File: config.mk
export PLATFORM = sky130hd
export DESIGN_NAME = cmc_clock_multiplier_control
export DESIGN_NICKNAME = d
export VERILOG_FILES = /design/src/logic/cmc_clock_multiplier_control.v /design/src/logic/cmc_serial_port.v
export VERILOG_INCLUDE_DIRS = /design/src /design/src/inc
export SDC_FILE = /design/constraint.sdc
export NUM_CORES = 1
export LEC_CHECK = 0
export ABC_CLOCK_PERIOD_IN_PS = 3530
export BUFFER_PORTS_ARGS = -buffer_cell sky130_fd_sc_hd__buf_2
export CORE_ASPECT_RATIO = 0.7
export CORE_UTILIZATION = 64
export CTS_CLUSTER_DIAMETER = 120
export DETAILED_ROUTE_END_ITERATION = 8
export PLACE_DENSITY = 0.84
export SLEW_MARGIN = 30
export SYNTH_ARGS = -nofsm -noshare
export SYNTH_HDL_FRONTEND = slang
export SYNTH_SLANG_ARGS = --single-unit
File: constraint.sdc
create_clock -name clk -period 3.53 [get_ports clk]
set_input_delay 0.706 -clock clk [delete_from_list [all_inputs] [get_ports clk]]
set_output_delay 0.706 -clock clk [all_outputs]
set_load 0.01 [all_outputs]
File: src/inc/cmc_consts.vh
// constants for the clock multiplier control block: register offsets,
// field positions, reset values and timing counts.
// assumes a 40 MHz logic clock and 7-bit serial port addresses.
`ifndef CMC_CONSTS_VH
`define CMC_CONSTS_VH

// register offsets on the serial port
`define CMC_ADDR_ENABLE_BAND  7'h12
`define CMC_ADDR_LOOP_FILTER  7'h14
`define CMC_ADDR_DIVIDERS     7'h15
`define CMC_ADDR_LOCK_STATE   7'h16
`define CMC_ADDR_BAND_READ    7'h17

// reset values
`define CMC_RST_ENABLE_BAND   8'h00
`define CMC_RST_LOOP_FILTER   8'he7
`define CMC_RST_DIVIDERS      8'hc9

// field positions, enable/band register
`define CMC_BIT_ENABLE        7
`define CMC_BIT_MANUAL        6
// field positions, dividers register
`define CMC_BIT_XPOINT        4
// field positions, status register
`define CMC_BIT_LOCK          7

// band limits and tuning level window around the midpoint
`define CMC_BAND_LOW          6'h00
`define CMC_BAND_HIGH         6'h3f
`define CMC_BAND_START        6'h20
`define CMC_TUNE_MID          4'h7
`define CMC_TUNE_WIN_LO       4'h6
`define CMC_TUNE_WIN_HI       4'h8

// band search settling time per step
`define CMC_CLK_MHZ           40
`define CMC_SETTLE_NS         10000
`define CMC_SETTLE_CYCLES     ((`CMC_SETTLE_NS * `CMC_CLK_MHZ + 999) / 1000)
`define CMC_SEARCH_STEPS      7'h40

// serial word length
`define CMC_SPI_BITS          5'h10
`define CMC_SPI_INSTR_BITS    5'h08

`endif

File: src/logic/cmc_clock_multiplier_control.v
// clock multiplier control: registers, band search and status readback.
// assumes clk is the divided reference clock, and that lock and tuning
// level come from the analog loop asynchronously.
`timescale 1ns/10ps
`include "cmc_consts.vh"

module cmc_clock_multiplier_control #(
  parameter SETTLE_CYCLES = `CMC_SETTLE_CYCLES  // per band search step
) (
  input  wire       clk,
  input  wire       nrst,
  input  wire       spiClk,
  input  wire       spiCsN,
  input  wire       sdioIn,
  output wire       sdioOut,
  output wire       sdioOe,
  input  wire       lockDetect,
  input  wire [3:0] tuneLevelRaw,
  output reg        multiplierEnable,
  output reg  [5:0] bandSelect,
  output reg  [2:0] loopFilterBw,
  output reg  [4:0] pumpCurrentSet,
  output reg  [1:0] logicClockDiv,
  output reg  [4:0] logicDivRatio,
  output reg        crosspointEnable,
  output reg  [1:0] oscOutputDiv,
  output reg  [2:0] oscDivRatio,
  output reg  [1:0] feedbackDiv,
  output reg  [4:0] feedbackRatio,
  output reg        bandSearchBusy
);

  // band search states
  localparam [1:0] ST_IDLE   = 2'b00;
  localparam [1:0] ST_SETTLE = 2'b01;
  localparam [1:0] ST_EVAL   = 2'b10;
  localparam [1:0] ST_DONE   = 2'b11;

  wire [6:0] regAddr;    // address of the current serial access
  wire [7:0] wrData;     // data of a completed write
  wire       wrStrobe;   // one-cycle write pulse
  reg  [7:0] rdWord;     // registered read data for the port

  reg  [7:0] enableBand; // enable, mode and manual band
  reg  [7:0] loopFilter; // bandwidth and pump current
  reg  [7:0] dividers;   // logic, crosspoint, oscillator, feedback

  reg        lockMeta;   // first stage, read only by lockSync
  reg        lockSync;
  reg  [3:0] tuneMeta;   // first stage, read only by tuneSync
  reg  [3:0] tuneSync;
  reg  [3:0] tunePrev;   // previous synchronised sample
  reg  [3:0] tuneHeld;   // level taken once two samples agree

  reg  [1:0] state;
  reg  [1:0] next_state;
  reg  [5:0] autoBand;   // band chosen by the search
  reg  [5:0] next_autoBand;
  reg [15:0] settleCnt;  // cycles left to settle this step
  reg [15:0] next_settleCnt;
  reg  [6:0] stepCnt;    // steps taken, bounds a wandering search
  reg  [6:0] next_stepCnt;

  wire       enBit     = enableBand[`CMC_BIT_ENABLE];
  wire       manualBit = enableBand[`CMC_BIT_MANUAL];
  wire       autoRun   = enBit & ~manualBit;
  // a write to the dividers changes the loop, so search again
  wire       divWrite  = wrStrobe && regAddr == `CMC_ADDR_DIVIDERS;
  wire       lockFlag;
  wire [3:0] tuneLevel;
  wire [5:0] bandInUse;

  // serial port slave
  cmc_serial_port u_port (
    .clk      (clk),
    .nrst     (nrst),
    .spiClk   (spiClk),
    .spiCsN   (spiCsN),
    .sdioIn   (sdioIn),
    .sdioOut  (sdioOut),
    .sdioOe   (sdioOe),
    .regAddr  (regAddr),
    .wrData   (wrData),
    .wrStrobe (wrStrobe),
    .rdData   (rdWord)
  );

  // register writes; unmapped and read-only offsets are ignored
  always @(posedge clk) begin
    if (!nrst) begin
      enableBand <= `CMC_RST_ENABLE_BAND;
      loopFilter <= `CMC_RST_LOOP_FILTER;
      dividers   <= `CMC_RST_DIVIDERS;
    end else if (wrStrobe) begin
      case (regAddr)
        `CMC_ADDR_ENABLE_BAND: enableBand <= wrData;
        `CMC_ADDR_LOOP_FILTER: loopFilter <= wrData;
        // bit 5 is reserved and held at zero
        `CMC_ADDR_DIVIDERS:    dividers <= wrData & 8'hdf;
        default: ; // status offsets take no write
      endcase
    end
  end

  // lock and tuning level cross in through two flops each; the level is
  // a word, so a sample caught mid-change may skew between its bits and
  // is only taken once two synchronised samples in a row agree
  always @(posedge clk) begin
    if (!nrst) begin
      lockMeta <= 1'b0;
      lockSync <= 1'b0;
      tuneMeta <= 4'h0;
      tuneSync <= 4'h0;
      tunePrev <= 4'h0;
      tuneHeld <= 4'h0;
    end else begin
      lockMeta <= lockDetect;
      lockSync <= lockMeta;
      tuneMeta <= tuneLevelRaw;
      tuneSync <= tuneMeta;
      tunePrev <= tuneSync;
      if (tuneSync == tunePrev)
        tuneHeld <= tuneSync;
    end
  end

  // lock is shown only once the loop is on and its band is settled
  assign lockFlag = lockSync & enBit &
                    (manualBit | state == ST_DONE);
  // level reads zero while the multiplier is off
  assign tuneLevel = enBit ? tuneHeld : 4'h0;
  // manual field only counts in manual mode
  assign bandInUse = manualBit ? enableBand[5:0] : autoBand;

  // band search: step towards the band that centres the tuning level
  always @* begin
    next_state     = state;
    next_autoBand  = autoBand;
    next_settleCnt = settleCnt;
    next_stepCnt   = stepCnt;
    case (state)
      ST_IDLE: begin
        if (autoRun) begin
          next_state     = ST_SETTLE;
          next_autoBand  = `CMC_BAND_START;
          next_settleCnt = SETTLE_CYCLES[15:0];
          next_stepCnt   = 7'h00;
        end
      end
      ST_SETTLE: begin
        // wait for the loop to follow the new band
        if (settleCnt <= 16'h0001)
          next_state = ST_EVAL;
        else
          next_settleCnt = settleCnt - 16'h0001;
      end
      ST_EVAL: begin
        next_settleCnt = SETTLE_CYCLES[15:0];
        next_stepCnt   = stepCnt + 7'h01;
        if (stepCnt >= `CMC_SEARCH_STEPS) begin
          // give up and keep the band tried last
          next_state = ST_DONE;
        end else if (tuneHeld > `CMC_TUNE_WIN_HI &&
                     autoBand != `CMC_BAND_HIGH) begin
          // level too high: a higher band pulls it down
          next_autoBand = autoBand + 6'h01;
          next_state    = ST_SETTLE;
        end else if (tuneHeld < `CMC_TUNE_WIN_LO &&
                     autoBand != `CMC_BAND_LOW) begin
          // level too low: a lower band raises it
          next_autoBand = autoBand - 6'h01;
          next_state    = ST_SETTLE;
        end else begin
          // centred around the midpoint, or at the end of the range
          next_state = ST_DONE;
        end
      end
      ST_DONE: begin
        if (divWrite)
          next_state = ST_IDLE;
      end
      default: next_state = ST_IDLE;
    endcase
    // leaving automatic mode or disabling drops the search
    if (!autoRun)
      next_state = ST_IDLE;
  end

  // band search registers
  always @(posedge clk) begin
    if (!nrst) begin
      state     <= ST_IDLE;
      autoBand  <= `CMC_BAND_START;
      settleCnt <= 16'h0000;
      stepCnt   <= 7'h00;
    end else begin
      state     <= next_state;
      autoBand  <= next_autoBand;
      settleCnt <= next_settleCnt;
      stepCnt   <= next_stepCnt;
    end
  end

  // control outputs come from flops; ratios decoded for the analog side
  always @(posedge clk) begin
    if (!nrst) begin
      multiplierEnable <= 1'b0;
      bandSelect       <= `CMC_BAND_START;
      loopFilterBw     <= 3'h0;
      pumpCurrentSet   <= 5'h00;
      logicClockDiv    <= 2'h0;
      logicDivRatio    <= 5'h02;
      crosspointEnable <= 1'b0;
      oscOutputDiv     <= 2'h0;
      oscDivRatio      <= 3'h1;
      feedbackDiv      <= 2'h0;
      feedbackRatio    <= 5'h02;
      bandSearchBusy   <= 1'b0;
    end else begin
      multiplierEnable <= enBit;
      bandSelect       <= bandInUse;
      loopFilterBw     <= loopFilter[7:5];
      pumpCurrentSet   <= loopFilter[4:0];
      logicClockDiv    <= dividers[7:6];
      crosspointEnable <= dividers[`CMC_BIT_XPOINT];
      oscOutputDiv     <= dividers[3:2];
      feedbackDiv      <= dividers[1:0];
      bandSearchBusy   <= autoRun & (state != ST_DONE);
      // logic clock ratio 2, 4, 8, 16; software keeps it under limit
      case (dividers[7:6])
        2'b00:   logicDivRatio <= 5'h02;
        2'b01:   logicDivRatio <= 5'h04;
        2'b10:   logicDivRatio <= 5'h08;
        default: logicDivRatio <= 5'h10;
      endcase
      // oscillator ratio: both upper codes mean four
      case (dividers[3:2])
        2'b00:   oscDivRatio <= 3'h1;
        2'b01:   oscDivRatio <= 3'h2;
        default: oscDivRatio <= 3'h4;
      endcase
      case (dividers[1:0])
        2'b00:   feedbackRatio <= 5'h02;
        2'b01:   feedbackRatio <= 5'h04;
        2'b10:   feedbackRatio <= 5'h08;
        default: feedbackRatio <= 5'h10;
      endcase
    end
  end

  // read data registered every cycle from the current address
  always @(posedge clk) begin
    if (!nrst) begin
      rdWord <= 8'h00;
    end else begin
      case (regAddr)
        `CMC_ADDR_ENABLE_BAND: rdWord <= enableBand;
        `CMC_ADDR_LOOP_FILTER: rdWord <= loopFilter;
        `CMC_ADDR_DIVIDERS:    rdWord <= dividers;
        `CMC_ADDR_LOCK_STATE:
          rdWord <= {lockFlag, 3'h0, tuneLevel};
        `CMC_ADDR_BAND_READ:   rdWord <= {2'h0, bandInUse};
        default:               rdWord <= 8'h00; // unmapped reads zero
      endcase
    end
  end

endmodule

File: src/logic/cmc_serial_port.v
// three-wire serial port slave: one instruction byte, one data byte.
// assumes serial clock and select are slow against clk (at most clk/4)
// and arrive asynchronously; they are synchronised here.
`timescale 1ns/10ps
`include "cmc_consts.vh"

module cmc_serial_port (
  input  wire       clk,
  input  wire       nrst,
  input  wire       spiClk,
  input  wire       spiCsN,
  input  wire       sdioIn,
  output reg        sdioOut,
  output reg        sdioOe,
  output reg  [6:0] regAddr,
  output reg  [7:0] wrData,
  output reg        wrStrobe,
  input  wire [7:0] rdData
);

  reg        sclkMeta;   // first stage, read only by the second
  reg        sclkSync;
  reg        sclkLast;   // for edge detection
  reg        csMeta;
  reg        csSync;
  reg        sdioMeta;
  reg        sdioSync;
  reg [14:0] shiftIn;    // bits received so far
  reg [4:0]  bitCount;   // saturates at a full word
  reg        isRead;     // instruction asked for a read
  reg [7:0]  txShift;    // read data still to go out

  wire sclkRise = sclkSync & ~sclkLast & ~csSync;
  wire sclkFall = ~sclkSync & sclkLast & ~csSync;

  // two-flop synchronisers on all pins
  always @(posedge clk) begin
    if (!nrst) begin
      sclkMeta <= 1'b0;
      sclkSync <= 1'b0;
      sclkLast <= 1'b0;
      csMeta   <= 1'b1;
      csSync   <= 1'b1;
      sdioMeta <= 1'b0;
      sdioSync <= 1'b0;
    end else begin
      sclkMeta <= spiClk;
      sclkSync <= sclkMeta;
      sclkLast <= sclkSync;
      csMeta   <= spiCsN;
      csSync   <= csMeta;
      sdioMeta <= sdioIn;
      sdioSync <= sdioMeta;
    end
  end

  // shift in on rising edges, shift read data out on falling edges
  always @(posedge clk) begin
    if (!nrst) begin
      shiftIn  <= 15'h0000;
      bitCount <= 5'h00;
      isRead   <= 1'b0;
      regAddr  <= 7'h00;
      wrData   <= 8'h00;
      wrStrobe <= 1'b0;
      txShift  <= 8'h00;
      sdioOut  <= 1'b0;
      sdioOe   <= 1'b0;
    end else begin
      wrStrobe <= 1'b0;
      if (csSync) begin
        // deselected: frame ends, release the line
        bitCount <= 5'h00;
        sdioOe   <= 1'b0;
      end else if (sclkRise && bitCount < `CMC_SPI_BITS) begin
        shiftIn  <= {shiftIn[13:0], sdioSync};
        bitCount <= bitCount + 5'h01;
        if (bitCount == `CMC_SPI_INSTR_BITS - 5'h01) begin
          // instruction complete: read flag first, then address
          isRead  <= shiftIn[6];
          regAddr <= {shiftIn[5:0], sdioSync};
        end
        if (bitCount == `CMC_SPI_BITS - 5'h01 && !isRead) begin
          wrData   <= {shiftIn[6:0], sdioSync};
          wrStrobe <= 1'b1;
        end
      end else if (sclkFall && isRead) begin
        if (bitCount == `CMC_SPI_INSTR_BITS) begin
          // first data bit, rdData has long settled from regAddr
          sdioOut <= rdData[7];
          txShift <= {rdData[6:0], 1'b0};
          sdioOe  <= 1'b1;
        end else if (bitCount > `CMC_SPI_INSTR_BITS &&
                     bitCount < `CMC_SPI_BITS) begin
          sdioOut <= txShift[7];
          txShift <= {txShift[6:0], 1'b0};
        end
      end
    end
  end

endmodule

## Word-level counts from Yosys, hierarchy flattened

Index checks and enable logic that the tools add are counted.

| cells by class | value |
|---|---|
| $add $sub $neg | 5 |
| magnitude comparators | 6 |
| equality and inequality tests | 25 |
| multiplexer cells | 27 |
| bitwise operators | 15 |
| reduce and logical (&&, ||, !) cells | 31 |

Operator list:

| operator | number |
|---|---|
| 16-bit case mux with 3 select lines | 1 |
| 8-bit case mux with 5 select lines | 1 |
| 7-bit by 5-bit == test with 1-bit output, second input constant | 5 |
| 16-bit 2-to-1 mux | 2 |
| 6-bit 2-to-1 mux | 5 |
| 5-bit case mux with 3 select lines | 2 |
| 16-bit by 1-bit <= comparator with 1-bit output, second input constant | 1 |
| 8-bit 2-to-1 mux | 2 |
| 16-bit by 1-bit subtractor with 16-bit output, second input constant | 1 |
| 7-bit case mux with 2 select lines | 1 |
| 2-bit AND reduction | 7 |
| 2-bit inequality test, second input constant | 6 |
| 6-bit case mux with 2 select lines | 1 |
| 3-bit AND reduction | 4 |
| 5-bit by 4-bit == test with 1-bit output, second input constant | 2 |
| 2-bit 2-to-1 mux | 5 |
| 1-bit AND | 8 |
| 2-bit by 1-bit == test with 1-bit output, second input constant | 4 |
| 2-bit == test, second input constant | 4 |
| 2-bit logical NOT | 4 |
| 2-bit case mux with 4 select lines | 1 |
| 4-bit AND reduction | 2 |
| 7-bit by 1-bit adder with 7-bit output, second input constant | 1 |
| 7-bit greater-or-equal comparator, second input constant | 1 |
| 24 further kinds | 38 |

| word-level totals | value |
|---|---|
| register bits after elaboration | 162 |
| input bits | 10 |
| output and inout port bits | 38 |

## Depth between registers and ports, before layout

Gate-level depths: netlist (run 1).

| depth | value |
|---|---|
| word-level depth | 6 |
| mapped depth | 9 |

## Hierarchy

A second synthesis (run 1) with hierarchy kept.

| second synthesis, totals | value |
|---|---|
| cell total of the unflattened synthesis | 703 |
| area, all modules | 6462.4 µm² |

Modules (own cells, without submodules):

| module | times used | cells each | area each (µm²) |
|---|---|---|---|
| cmc_clock_multiplier_control | 1 | 506 | 4705.8 |
| cmc_serial_port | 1 | 197 | 1756.7 |

## Worst setup path before layout (run 1)

No wires, ideal clock.

| timing | value |
|---|---|
| kind | register -> register |
| start | register tuneHeld[0] |
| end | register autoBand[4] |
| library setup time | 0.070 ns |
| arrival | 2.199 ns |
| data required time | 3.460 ns |
| setup slack | 1.261 ns |
| stages on the path, launching flop included | 10 |
| buffers on the path | 0 |
| path through | dfxtp_1 > o31a_1 > o21ai_1 > inv_1 > fa_1 > nor2b_1 > o21a_1 > nor3_1 > or4b_1 > a21oi_1 |

| between the ends | value |
|---|---|
| longest elaborated chain between the ends | 5 |
| elaborated cells on any way between the ends | 9 |
| classes of those cells | 2 x order compare; 1 x eq/ne; 3 x mux; 3 x reduce/logical |

RTL lines:

| element | RTL line | RTL |
|---|---|---|
| start, declared | cmc_clock_multiplier_control.v:53 | `reg [3:0] tuneHeld;` |
| start signal, assigned | cmc_clock_multiplier_control.v:123 | `tuneHeld <= tuneSync;` |
| 4-bit greater-than comparator (no line) | n/a |  |
| 1-bit logical AND (no line) | n/a |  |
| 6-bit 2-to-1 mux | cmc_clock_multiplier_control.v:163 | `` end else if (tuneHeld > `CMC_TUNE_WIN_HI && `` |
| 6-bit 2-to-1 mux | cmc_clock_multiplier_control.v:160 | `` if (stepCnt >= `CMC_SEARCH_STEPS) begin `` |
| 6-bit case mux with 2 select lines | cmc_clock_multiplier_control.v:141 | `case (state)` |
| end signal, assigned | cmc_clock_multiplier_control.v:193 | `` autoBand <= `CMC_BAND_START; `` |
| end signal, assigned | cmc_clock_multiplier_control.v:198 | `autoBand <= next_autoBand;` |
| end, declared | cmc_clock_multiplier_control.v:57 | `reg [5:0] autoBand;` |

Several ways; a longest one is shown, not always the timed one. The select of a mux whose other input is x is not followed.
A chain may end at the register's enable or synchronous reset.

## Worst setup path in the final report (run 1)

| timing | value |
|---|---|
| start | register autoBand[0] |
| end | register autoBand[4] |

| between the ends | value |
|---|---|
| longest elaborated chain between the ends | 5 |
| elaborated cells on any way between the ends | 12 |
| classes of those cells | 2 x add/sub; 2 x eq/ne; 4 x mux; 4 x reduce/logical |

RTL lines:

| element | RTL line |
|---|---|
| 6-bit by 1-bit subtractor with 6-bit output / 6-bit inequality test (equally long branches) | n/a |
| 6-bit 2-to-1 mux / 1-bit logical AND (equally long branches) | n/a |
| 6-bit 2-to-1 mux | cmc_clock_multiplier_control.v:163 |
| 6-bit 2-to-1 mux | cmc_clock_multiplier_control.v:160 |
| 6-bit case mux with 2 select lines | cmc_clock_multiplier_control.v:141 |

Several ways; a longest one is shown, not always the timed one. The select of a mux whose other input is x is not followed.

==> impl_results.md, run 1 <==
* Outcome: complete, no violations
* CTS resizes at 0
* WL/cell at 16.6 µm
* Hold Violations, Final at 0
* Setup crit start: autoBand[0]
* Vias per cell at 5.87
* Fmax at 380 MHz
* Inserted Clock Buffers at 17
* Worst hold stages at 1
* Layout Skew at 0.00724 ns
* Initial Util at 67.8%
* Clk pin slew, worst setup/hold paths at 0.06 ns
* Routing usage on met3 at 7.66%
* Flop pwr share at 48.2%
* Commonest non-fill, non-tap cell in the layout: dfxtp_1
* Crit share post-route at 74.5%
* Start of the worst register-to-register path: autoBand[0]
* Register area share after synthesis at 50.5%
* Final Critical Period at 2.63 ns
* Max-slew violations at 0
* DP Worst Slack at 0.967 ns
* Routed Antenna Nets at 0
* Met1 GRT Util at 39.9%
* Detailed Routing Iterations Pass 1 at 5
* Mean post-synth cell area at 9.21 µm²
* Max Cap Viol at 0
* # diodes at 0
* Met2 GRT Util at 44.8%
* I/O pin count at 48
* WP data required at 3.87 ns
* Yosys top cell by area: dfxtp_1
* Post-CTS setup buffer count at 0
* Slew @ Worst Pin at 0.960 ns
* Synth Instances at 684
* 1st-iter DRT viols at 512
* HPWL after detailed placement at 9.38 mm
* Comb pwr share at 2.1%
* FFs w/ async S/R, synth at 0%
* Vias in the first global route at 4760
* VDD IR max at 0.403 mV
* First-pass GRT wire length at 23.2 mm
* Cts hold-fix bufs at 0
* Total GRT Usage at 29.1%
* Most frequent cells in the layout: 159 x dfxtp_1, 83 x nor2_1, 77 x nand2_1, 45 x buf_2, 43 x a21oi_1
* Synth-to-Final Area Change at 14.5%
* Clock power share at 49.7%
* Worst hold slack at 0.407 ns
* EDFF count, synth at 0
* Top cell type's share of synthesized area at 50.5%
* Slew margin rel. at 35.9%
* Worst setup path class: flop to flop
* Power per cell area at 525 mW/mm²
* Largest net degree at the start of global routing at 61
* Setup tns final at 0 ns
* Core ar. at 0.00929 mm²
* Leak at 2.82 nW
* Synthesized cell area at 0.00630 mm²
* Port bufs at 45
* Gp weighted congestion at 0.878
* Die width at 121 µm
* FF-to-FF path depth at 9
* Startpoint types: flop
* Clock Latency Late Sink at 0.42 ns
* Worst Setup End Kind: flop
* Most used DFF post-synth: dfxtp_1
* Site row count at 29
* HP Start: u_port.csMeta
* Share of layout cells above drive strength 1 at 13.4%
* Die Span Y at 85.0 µm
* Antenna violations before repair at 0
* Util after Layout at 77.7%
* Htree depth at 4
* Clock sinks at 159
* HP Class: flop to flop
* Total Wirelength at 14.2 mm
* Final setup viols at 0
* Switch Pwr at 0.000756 W
* Total grt overflow at 0
* Die ar. at 0.0102 mm²
* CTS tree: built
* Critical path arrival at 2.97 ns
* Switching part of the total power at 20.0%
* Final net count at 740
* Root buffer cell: clkbuf_16
* CTS Buffer Depth at 2
* Synth cell types at 65
* Total number of vias at 5021
* Layer with the highest usage: met2
* YS warnings at 0
* Synthesized flop and latch total at 159
* Final worst setup slack at 0.899 ns
* Int Pwr at 0.00303 W
* DRC viols at 0
* CP Max Fanout at 8
* RSZ-0062 raised after global routing: no
* Synth top area cells: dfxtp_1 51%, mux2i_1 6.7%, nor2_1 4.9%
-- registers in the layout, indices dropped and copies added (netlist names), 5 cells and up --
| register | cells |
|---|---|
| settleCnt | 16 |
| autoBand | 6 |
| u_port.bitCount | 5 |
| stepCnt | 7 |
| bandSelect | 6 |
| rdWord | 8 |
| u_port.regAddr | 7 |
| loopFilter | 8 |
| u_port.wrData | 8 |
| enableBand | 8 |
| u_port.shiftIn | 7 |
| u_port.txShift | 7 |
| pumpCurrentSet | 5 |
| dividers | 7 |
-- synth_stat cells, types with 3 or more instances --
cell	number
dfxtp_1	159
nor2_1	83
nand2_1	77
a21oi_1	43
mux2i_1	42
and2_1	34
clkbuf_1	32
nand3_1	23
inv_1	17
xnor2_1	16
nor2b_1	15
ha_1	11
a211oi_1	10
nand2b_1	9
nand4_1	9
o21ai_0	8
a22oi_1	6
a31oi_1	6
o21ai_1	6
and3_1	5
nor3_1	5
or2_2	5
xor2_1	4
o2111ai_1	3
or3_1	3
-- path summary, 6_finish.rpt --
path,endpoint,slack [ns]
max,autoBand[4],0.90
min,u_port.csSync,0.41
max reg2reg,autoBand[4],0.90
min reg2reg,u_port.csSync,0.41
-- logic make-up (layout without fill, tap and decap cells) --
logic type | count (synthesis) | count (layout) | synth area share, %
simple gates | 286 | 286 | 22.5
flops | 159 | 159 | 50.5
compound gates | 106 | 106 | 11.0
buf+inv | 55 | 101 | 3.42
mux | 45 | 45 | 7.21
xor+xnor | 20 | 20 | 2.78
fa+ha+maj | 12 | 12 | 2.50
other cells | 1 | 2 | 0.0595
-- per-stage QoR --
| step | cell area (µm²) | power, W | cells |
|---|---|---|---|
| detailed placement | 6590 | 0.00194 | 823 |
| finish | 7210 | 0.00379 | 855 |
| global placement | 6590 | 0.00194 | 823 |
| global route | 7210 | 0.00389 | 855 |
| floorplan | 6300 | 0.00192 | 685 |
| CTS | 7210 | 0.00380 | 855 |
-- metal layers --
layer	share of wire (%)	vias to the layer above	wire length [µm]
li1	-	2412	-
met1	46	2395	6490
met2	45	196	6420
met3	8.0	18	1130
met4	1.1	0	156
met5	0	-	0
-- critical path: stages (launching register included) --
cell and delay (ns):
dfxtp_1 0.43, nand4_1 0.13, o21ai_1 0.50, inv_1 0.13
fa_1 0.42, nor2b_1 0.13, o21a_1 0.13, nor3_1 0.04
or4b_1 0.49, a21oi_1 0.14
-- power groups by stage --
stage / sequential (W) / clock, W / combinational, W
floorplan: 0.00187 / 0 / 0.0000491
global placement: 0.00186 / 0 / 0.0000757
detailed placement: 0.00186 / 0 / 0.0000780
CTS: 0.00182 / 0.00189 / 0.0000793
global route: 0.00183 / 0.00198 / 0.0000862
finish: 0.00182 / 0.00188 / 0.0000795
-- final cells by class --
class / instances / area, µm²
tap: 124 / 155
fill: 612 / 2080
clock inverter: 9 / 131
sequential: 159 / 3180
timing repair buffer: 51 / 270
multi-input combinational: 471 / 2920
clock buffer: 23 / 488
inverter: 18 / 67.6
Power figures use the tool's default switching activity.
==> inputs of run 2 (changes only) <==
Settings changed: ABC_AREA from default to 1, ABC_CLOCK_PERIOD_IN_PS 3530 to 2600, CORE_UTILIZATION 64 to 60, PLACE_DENSITY 0.84 to 0.79.
Clock period 3.53 ns to 2.6 ns, I/O delays scaled along.
==> impl_results.md, run 2 <==
* Die Span Y at 89.8 µm (+5.6%)
* Total Wirelength at 14.3 mm (+1.0%)
* # diodes at 0 (unchanged)
* DRC viols at 0 (unchanged)
* Final setup viols at 0 (unchanged)
* EDFF count, synth at 0 (unchanged)
* Routed Antenna Nets at 0 (unchanged)
* Post-Layout Cell Count at 1097 (+28%)
* Largest register FFs at 16 (unchanged)
* Main combinational cell family by area after synthesis: simple AND/OR/NAND/NOR gates
* CTS tree: built
* RSZ-0062 raised after global routing: no
* XOR/XNOR Fraction of Synth Area at 1.06% (-1.7 points)
* FF-to-FF path depth at 12 (+3)
* Synth-to-Final Area Change at 13.2%
* Setup tns final at 0 ns (unchanged)
* Core ar. at 0.0105 mm² (+13%)
* Post-CTS setup buffer count at 0 (unchanged)
* Post-Synth Simple-Gate Area at 26.5% (+4.0 points)
* Synth top area cells: dfxtp_1 48%, nand2_1 9.6%, nor2_1 8.3%
* Cts hold-fix bufs at 0 (unchanged)
* Detailed Routing Iterations Pass 1 at 6 (+1)
* WL/cell at 13.1 µm (-21%)
* Crit share post-route at 79.9% (+5.4 points)
* Synth Instances at 891 (+30%)
* Synthesized cell area at 0.00660 mm² (+4.9%)
* Worst Path Buf+Inv at 0 (-1)
* Worst path slowest cell: dfxtp_1
* Vias in the first global route at 4946 (+3.9%)
* Placed cells at 1065 (+29%)
* Antenna violations before repair at 0 (unchanged)
* Clock sinks at 159 (unchanged)
* Leak at 3.42 nW (+21%)
* HP Class: input pin to flop
* Clock Latency Late Sink at 0.41 ns (about the same)
* WP data required at 2.91 ns (-0.96 ns)
* Die width at 127 µm (+5.7%)
* Vias per cell at 5.17 (-12%)
* Yosys top cell by area: dfxtp_1
* CTS resizes at 0 (unchanged)
* Most frequent cell after synthesis: nand2_1
* Fmax at 481 MHz (+27%)
* Met2 GRT Util at 37.6% (-7.2 points)
* Critical path depth at 12 (+3)
* Gp weighted congestion at 0.908 (+3.4%)
* YS warnings at 0 (unchanged)
* Share of layout cells above drive strength 1 at 12.6% (-0.76 points)
* Largest net degree at the start of global routing at 102 (+67%)
* Startpoint types: flop
* I/O pin count at 48 (unchanged)
* Worst hold slack at 0.284 ns (-0.123 ns)
* Commonest non-fill, non-tap cell in the layout: nand2_1
* Synth Area in Compound Gates at 12.5% (+1.5 points)
* Layout Skew at 0.00804 ns (+0.000805 ns)
* R2R setup slack at 0.52 ns (-0.38 ns)
* VDD IR max at 0.559 mV (+38%)
* Top cell type's share of synthesized area at 48.2% (-2.3 points)
* Post-synthesis adder-cell area fraction at 2.39% (-0.12 points)
* CP peak stage delay at 0.42 ns (-0.08 ns)
* Synth top cells by count: 169 x nand2_1, 159 x dfxtp_1, 146 x nor2_1
* Most used DFF post-synth: dfxtp_1
* Worst R2R End: autoBand[4]
* Synth cell types at 43 (-34%)
* Max-slew violations at 0 (unchanged)
* CTS Buffer Depth at 2 (unchanged)
* Slew margin rel. at 59.2% (+23 points)
* Hold Violations, Final at 0 (unchanged)
* Mux cell area share after synthesis at 0% (-7.2 points)
* Slew @ Worst Pin at 0.611 ns (-0.349 ns)
* Total number of vias at 5671 (+13%)
* 1st-iter DRT viols at 509 (-0.59%)
* Mean post-synth cell area at 7.41 µm² (-19%)
* Met1 GRT Util at 39.7% (-0.18 points)
* Initial Util at 62.8% (-5.0 points)
* Max Cap Viol at 0 (unchanged)
* Crit-path cells: nand2_1 -> nor2_1 -> nand2_1 -> nand2_1 -> ha_1 -> a21oi_1 -> nand2_1 -> or2_2 -> nand3_1 -> nand3_1 -> nand2_1 -> nor2_1
* Routing usage on met3 at 4.70% (-3.0 points)
* Clk pin slew, worst setup/hold paths at 0.06 ns (about the same)
* Start of the worst register-to-register path: autoBand[1]
* First-pass GRT wire length at 24.1 mm (+3.7%)
* Outcome: complete, no violations
* Most frequent cells in the layout: 169 x nand2_1, 159 x dfxtp_1, 146 x nor2_1, 115 x inv_1, 69 x o21ai_0
* Worst setup path class: flop to flop
* Final net count at 958 (+29%)
* Worst Setup End Kind: flop
* HPWL after detailed placement at 9.90 mm (+5.6%)
* Die ar. at 0.0114 mm² (+12%)
* Critical path arrival at 2.39 ns (-0.58 ns)
* Total GRT Usage at 26.5% (-2.6 points)
* Top reg by flops: settleCnt
* Layer with the highest usage: met1
* Crit path to: autoBand[4]
* Port bufs at 45 (unchanged)
* Setup crit start: autoBand[1]
* CP Max Fanout at 6 (-2)
* Htree depth at 4 (unchanged)
* Power per cell area at 660 mW/mm² (+26%)
* Cell repeated most along the worst path: nand2_1
* Site row count at 31 (+6.9%)
* Cell family with most CP delay: simple AND/OR/NAND/NOR gates
* FFs w/ async S/R, synth at 0% (unchanged)
* Worst hold stages at 3 (+2)
* Total grt overflow at 0 (unchanged)
* Register area share after synthesis at 48.2% (-2.3 points)
* Root buffer cell: clkbuf_16
* Inserted Clock Buffers at 17 (unchanged)
* Synthesized flop and latch total at 159 (unchanged)
* Final Critical Period at 2.08 ns (-0.553 ns)
-- run 2: how the worst min path moves through the flow --
stage | startpoint | endpoint | slack (ns)
2_1_floorplan | lockMeta | lockSync | 0.39
3_3_place_gp | u_port.sdioMeta | u_port.sdioSync | 0.39
3_5_place_dp | tuneMeta[3] | tuneSync[3] | 0.40
4_1_cts | tuneLevelRaw[0] | tuneMeta[0] | 0.27
5_1_grt | tuneLevelRaw[0] | tuneMeta[0] | 0.28
6_report | tuneLevelRaw[0] | tuneMeta[0] | 0.28
-- run 2: routing by layer --
metal	vias to the layer above	wire, µm
met4	0	267
li1	2920	-
met5	-	0
met2	213	5930
met1	2510	7190
met3	28	954
-- run 2: kinds of logic after synthesis --
group / Yosys count
AND/OR/NAND/NOR: 408
flip-flops: 159
AO/OA/AOI/OAI: 152
buffers and inverters: 151
adder cells (fa/ha/maj): 12
XOR/XNOR: 8
other: 1
-- run 2: worst reg2reg max path: stages (launching register included) --
cell and delay (ns):
dfxtp_1 0.42, nand2_1 0.09, nor2_1 0.12, nand2_1 0.08, nand2_1 0.20, ha_1 0.33
a21oi_1 0.16, nand2_1 0.08, or2_2 0.27, nand3_1 0.07, nand3_1 0.07, nand2_1 0.07
nor2_1 0.05
-- run 2: cell type report --
type / instances / area (µm²)
Tap cell: 148 / 185
Timing Repair Buffer: 50 / 275
Fill cell: 882 / 3030
Multi-Input combinational cell: 582 / 2810
Sequential cell: 159 / 3180
Inverter: 126 / 475
Clock buffer: 18 / 439
Clock inverter: 14 / 109
-- run 2: per-stage QoR --
| step | setup WS, ns | area, µm² | power [W] | util (%) |
|---|---|---|---|---|
| floorplan | 0.796 | 6610 | 0.00265 | - |
| global placement | 0.639 | 6930 | 0.00270 | 65.9 |
| detailed placement | 0.565 | 6930 | 0.00270 | 65.9 |
| CTS | 0.545 | 7480 | 0.00496 | 71.1 |
| global route | 0.288 | 7480 | 0.00510 | 71.1 |
| finish | 0.522 | 7480 | 0.00494 | 71.1 |
-- run 2: where the power goes --
group          switching, W  internal (W)  total [W]
registers         0.0000180       0.00247    0.00249
logic              0.000105     0.0000531   0.000159
clock network       0.00103       0.00126    0.00229
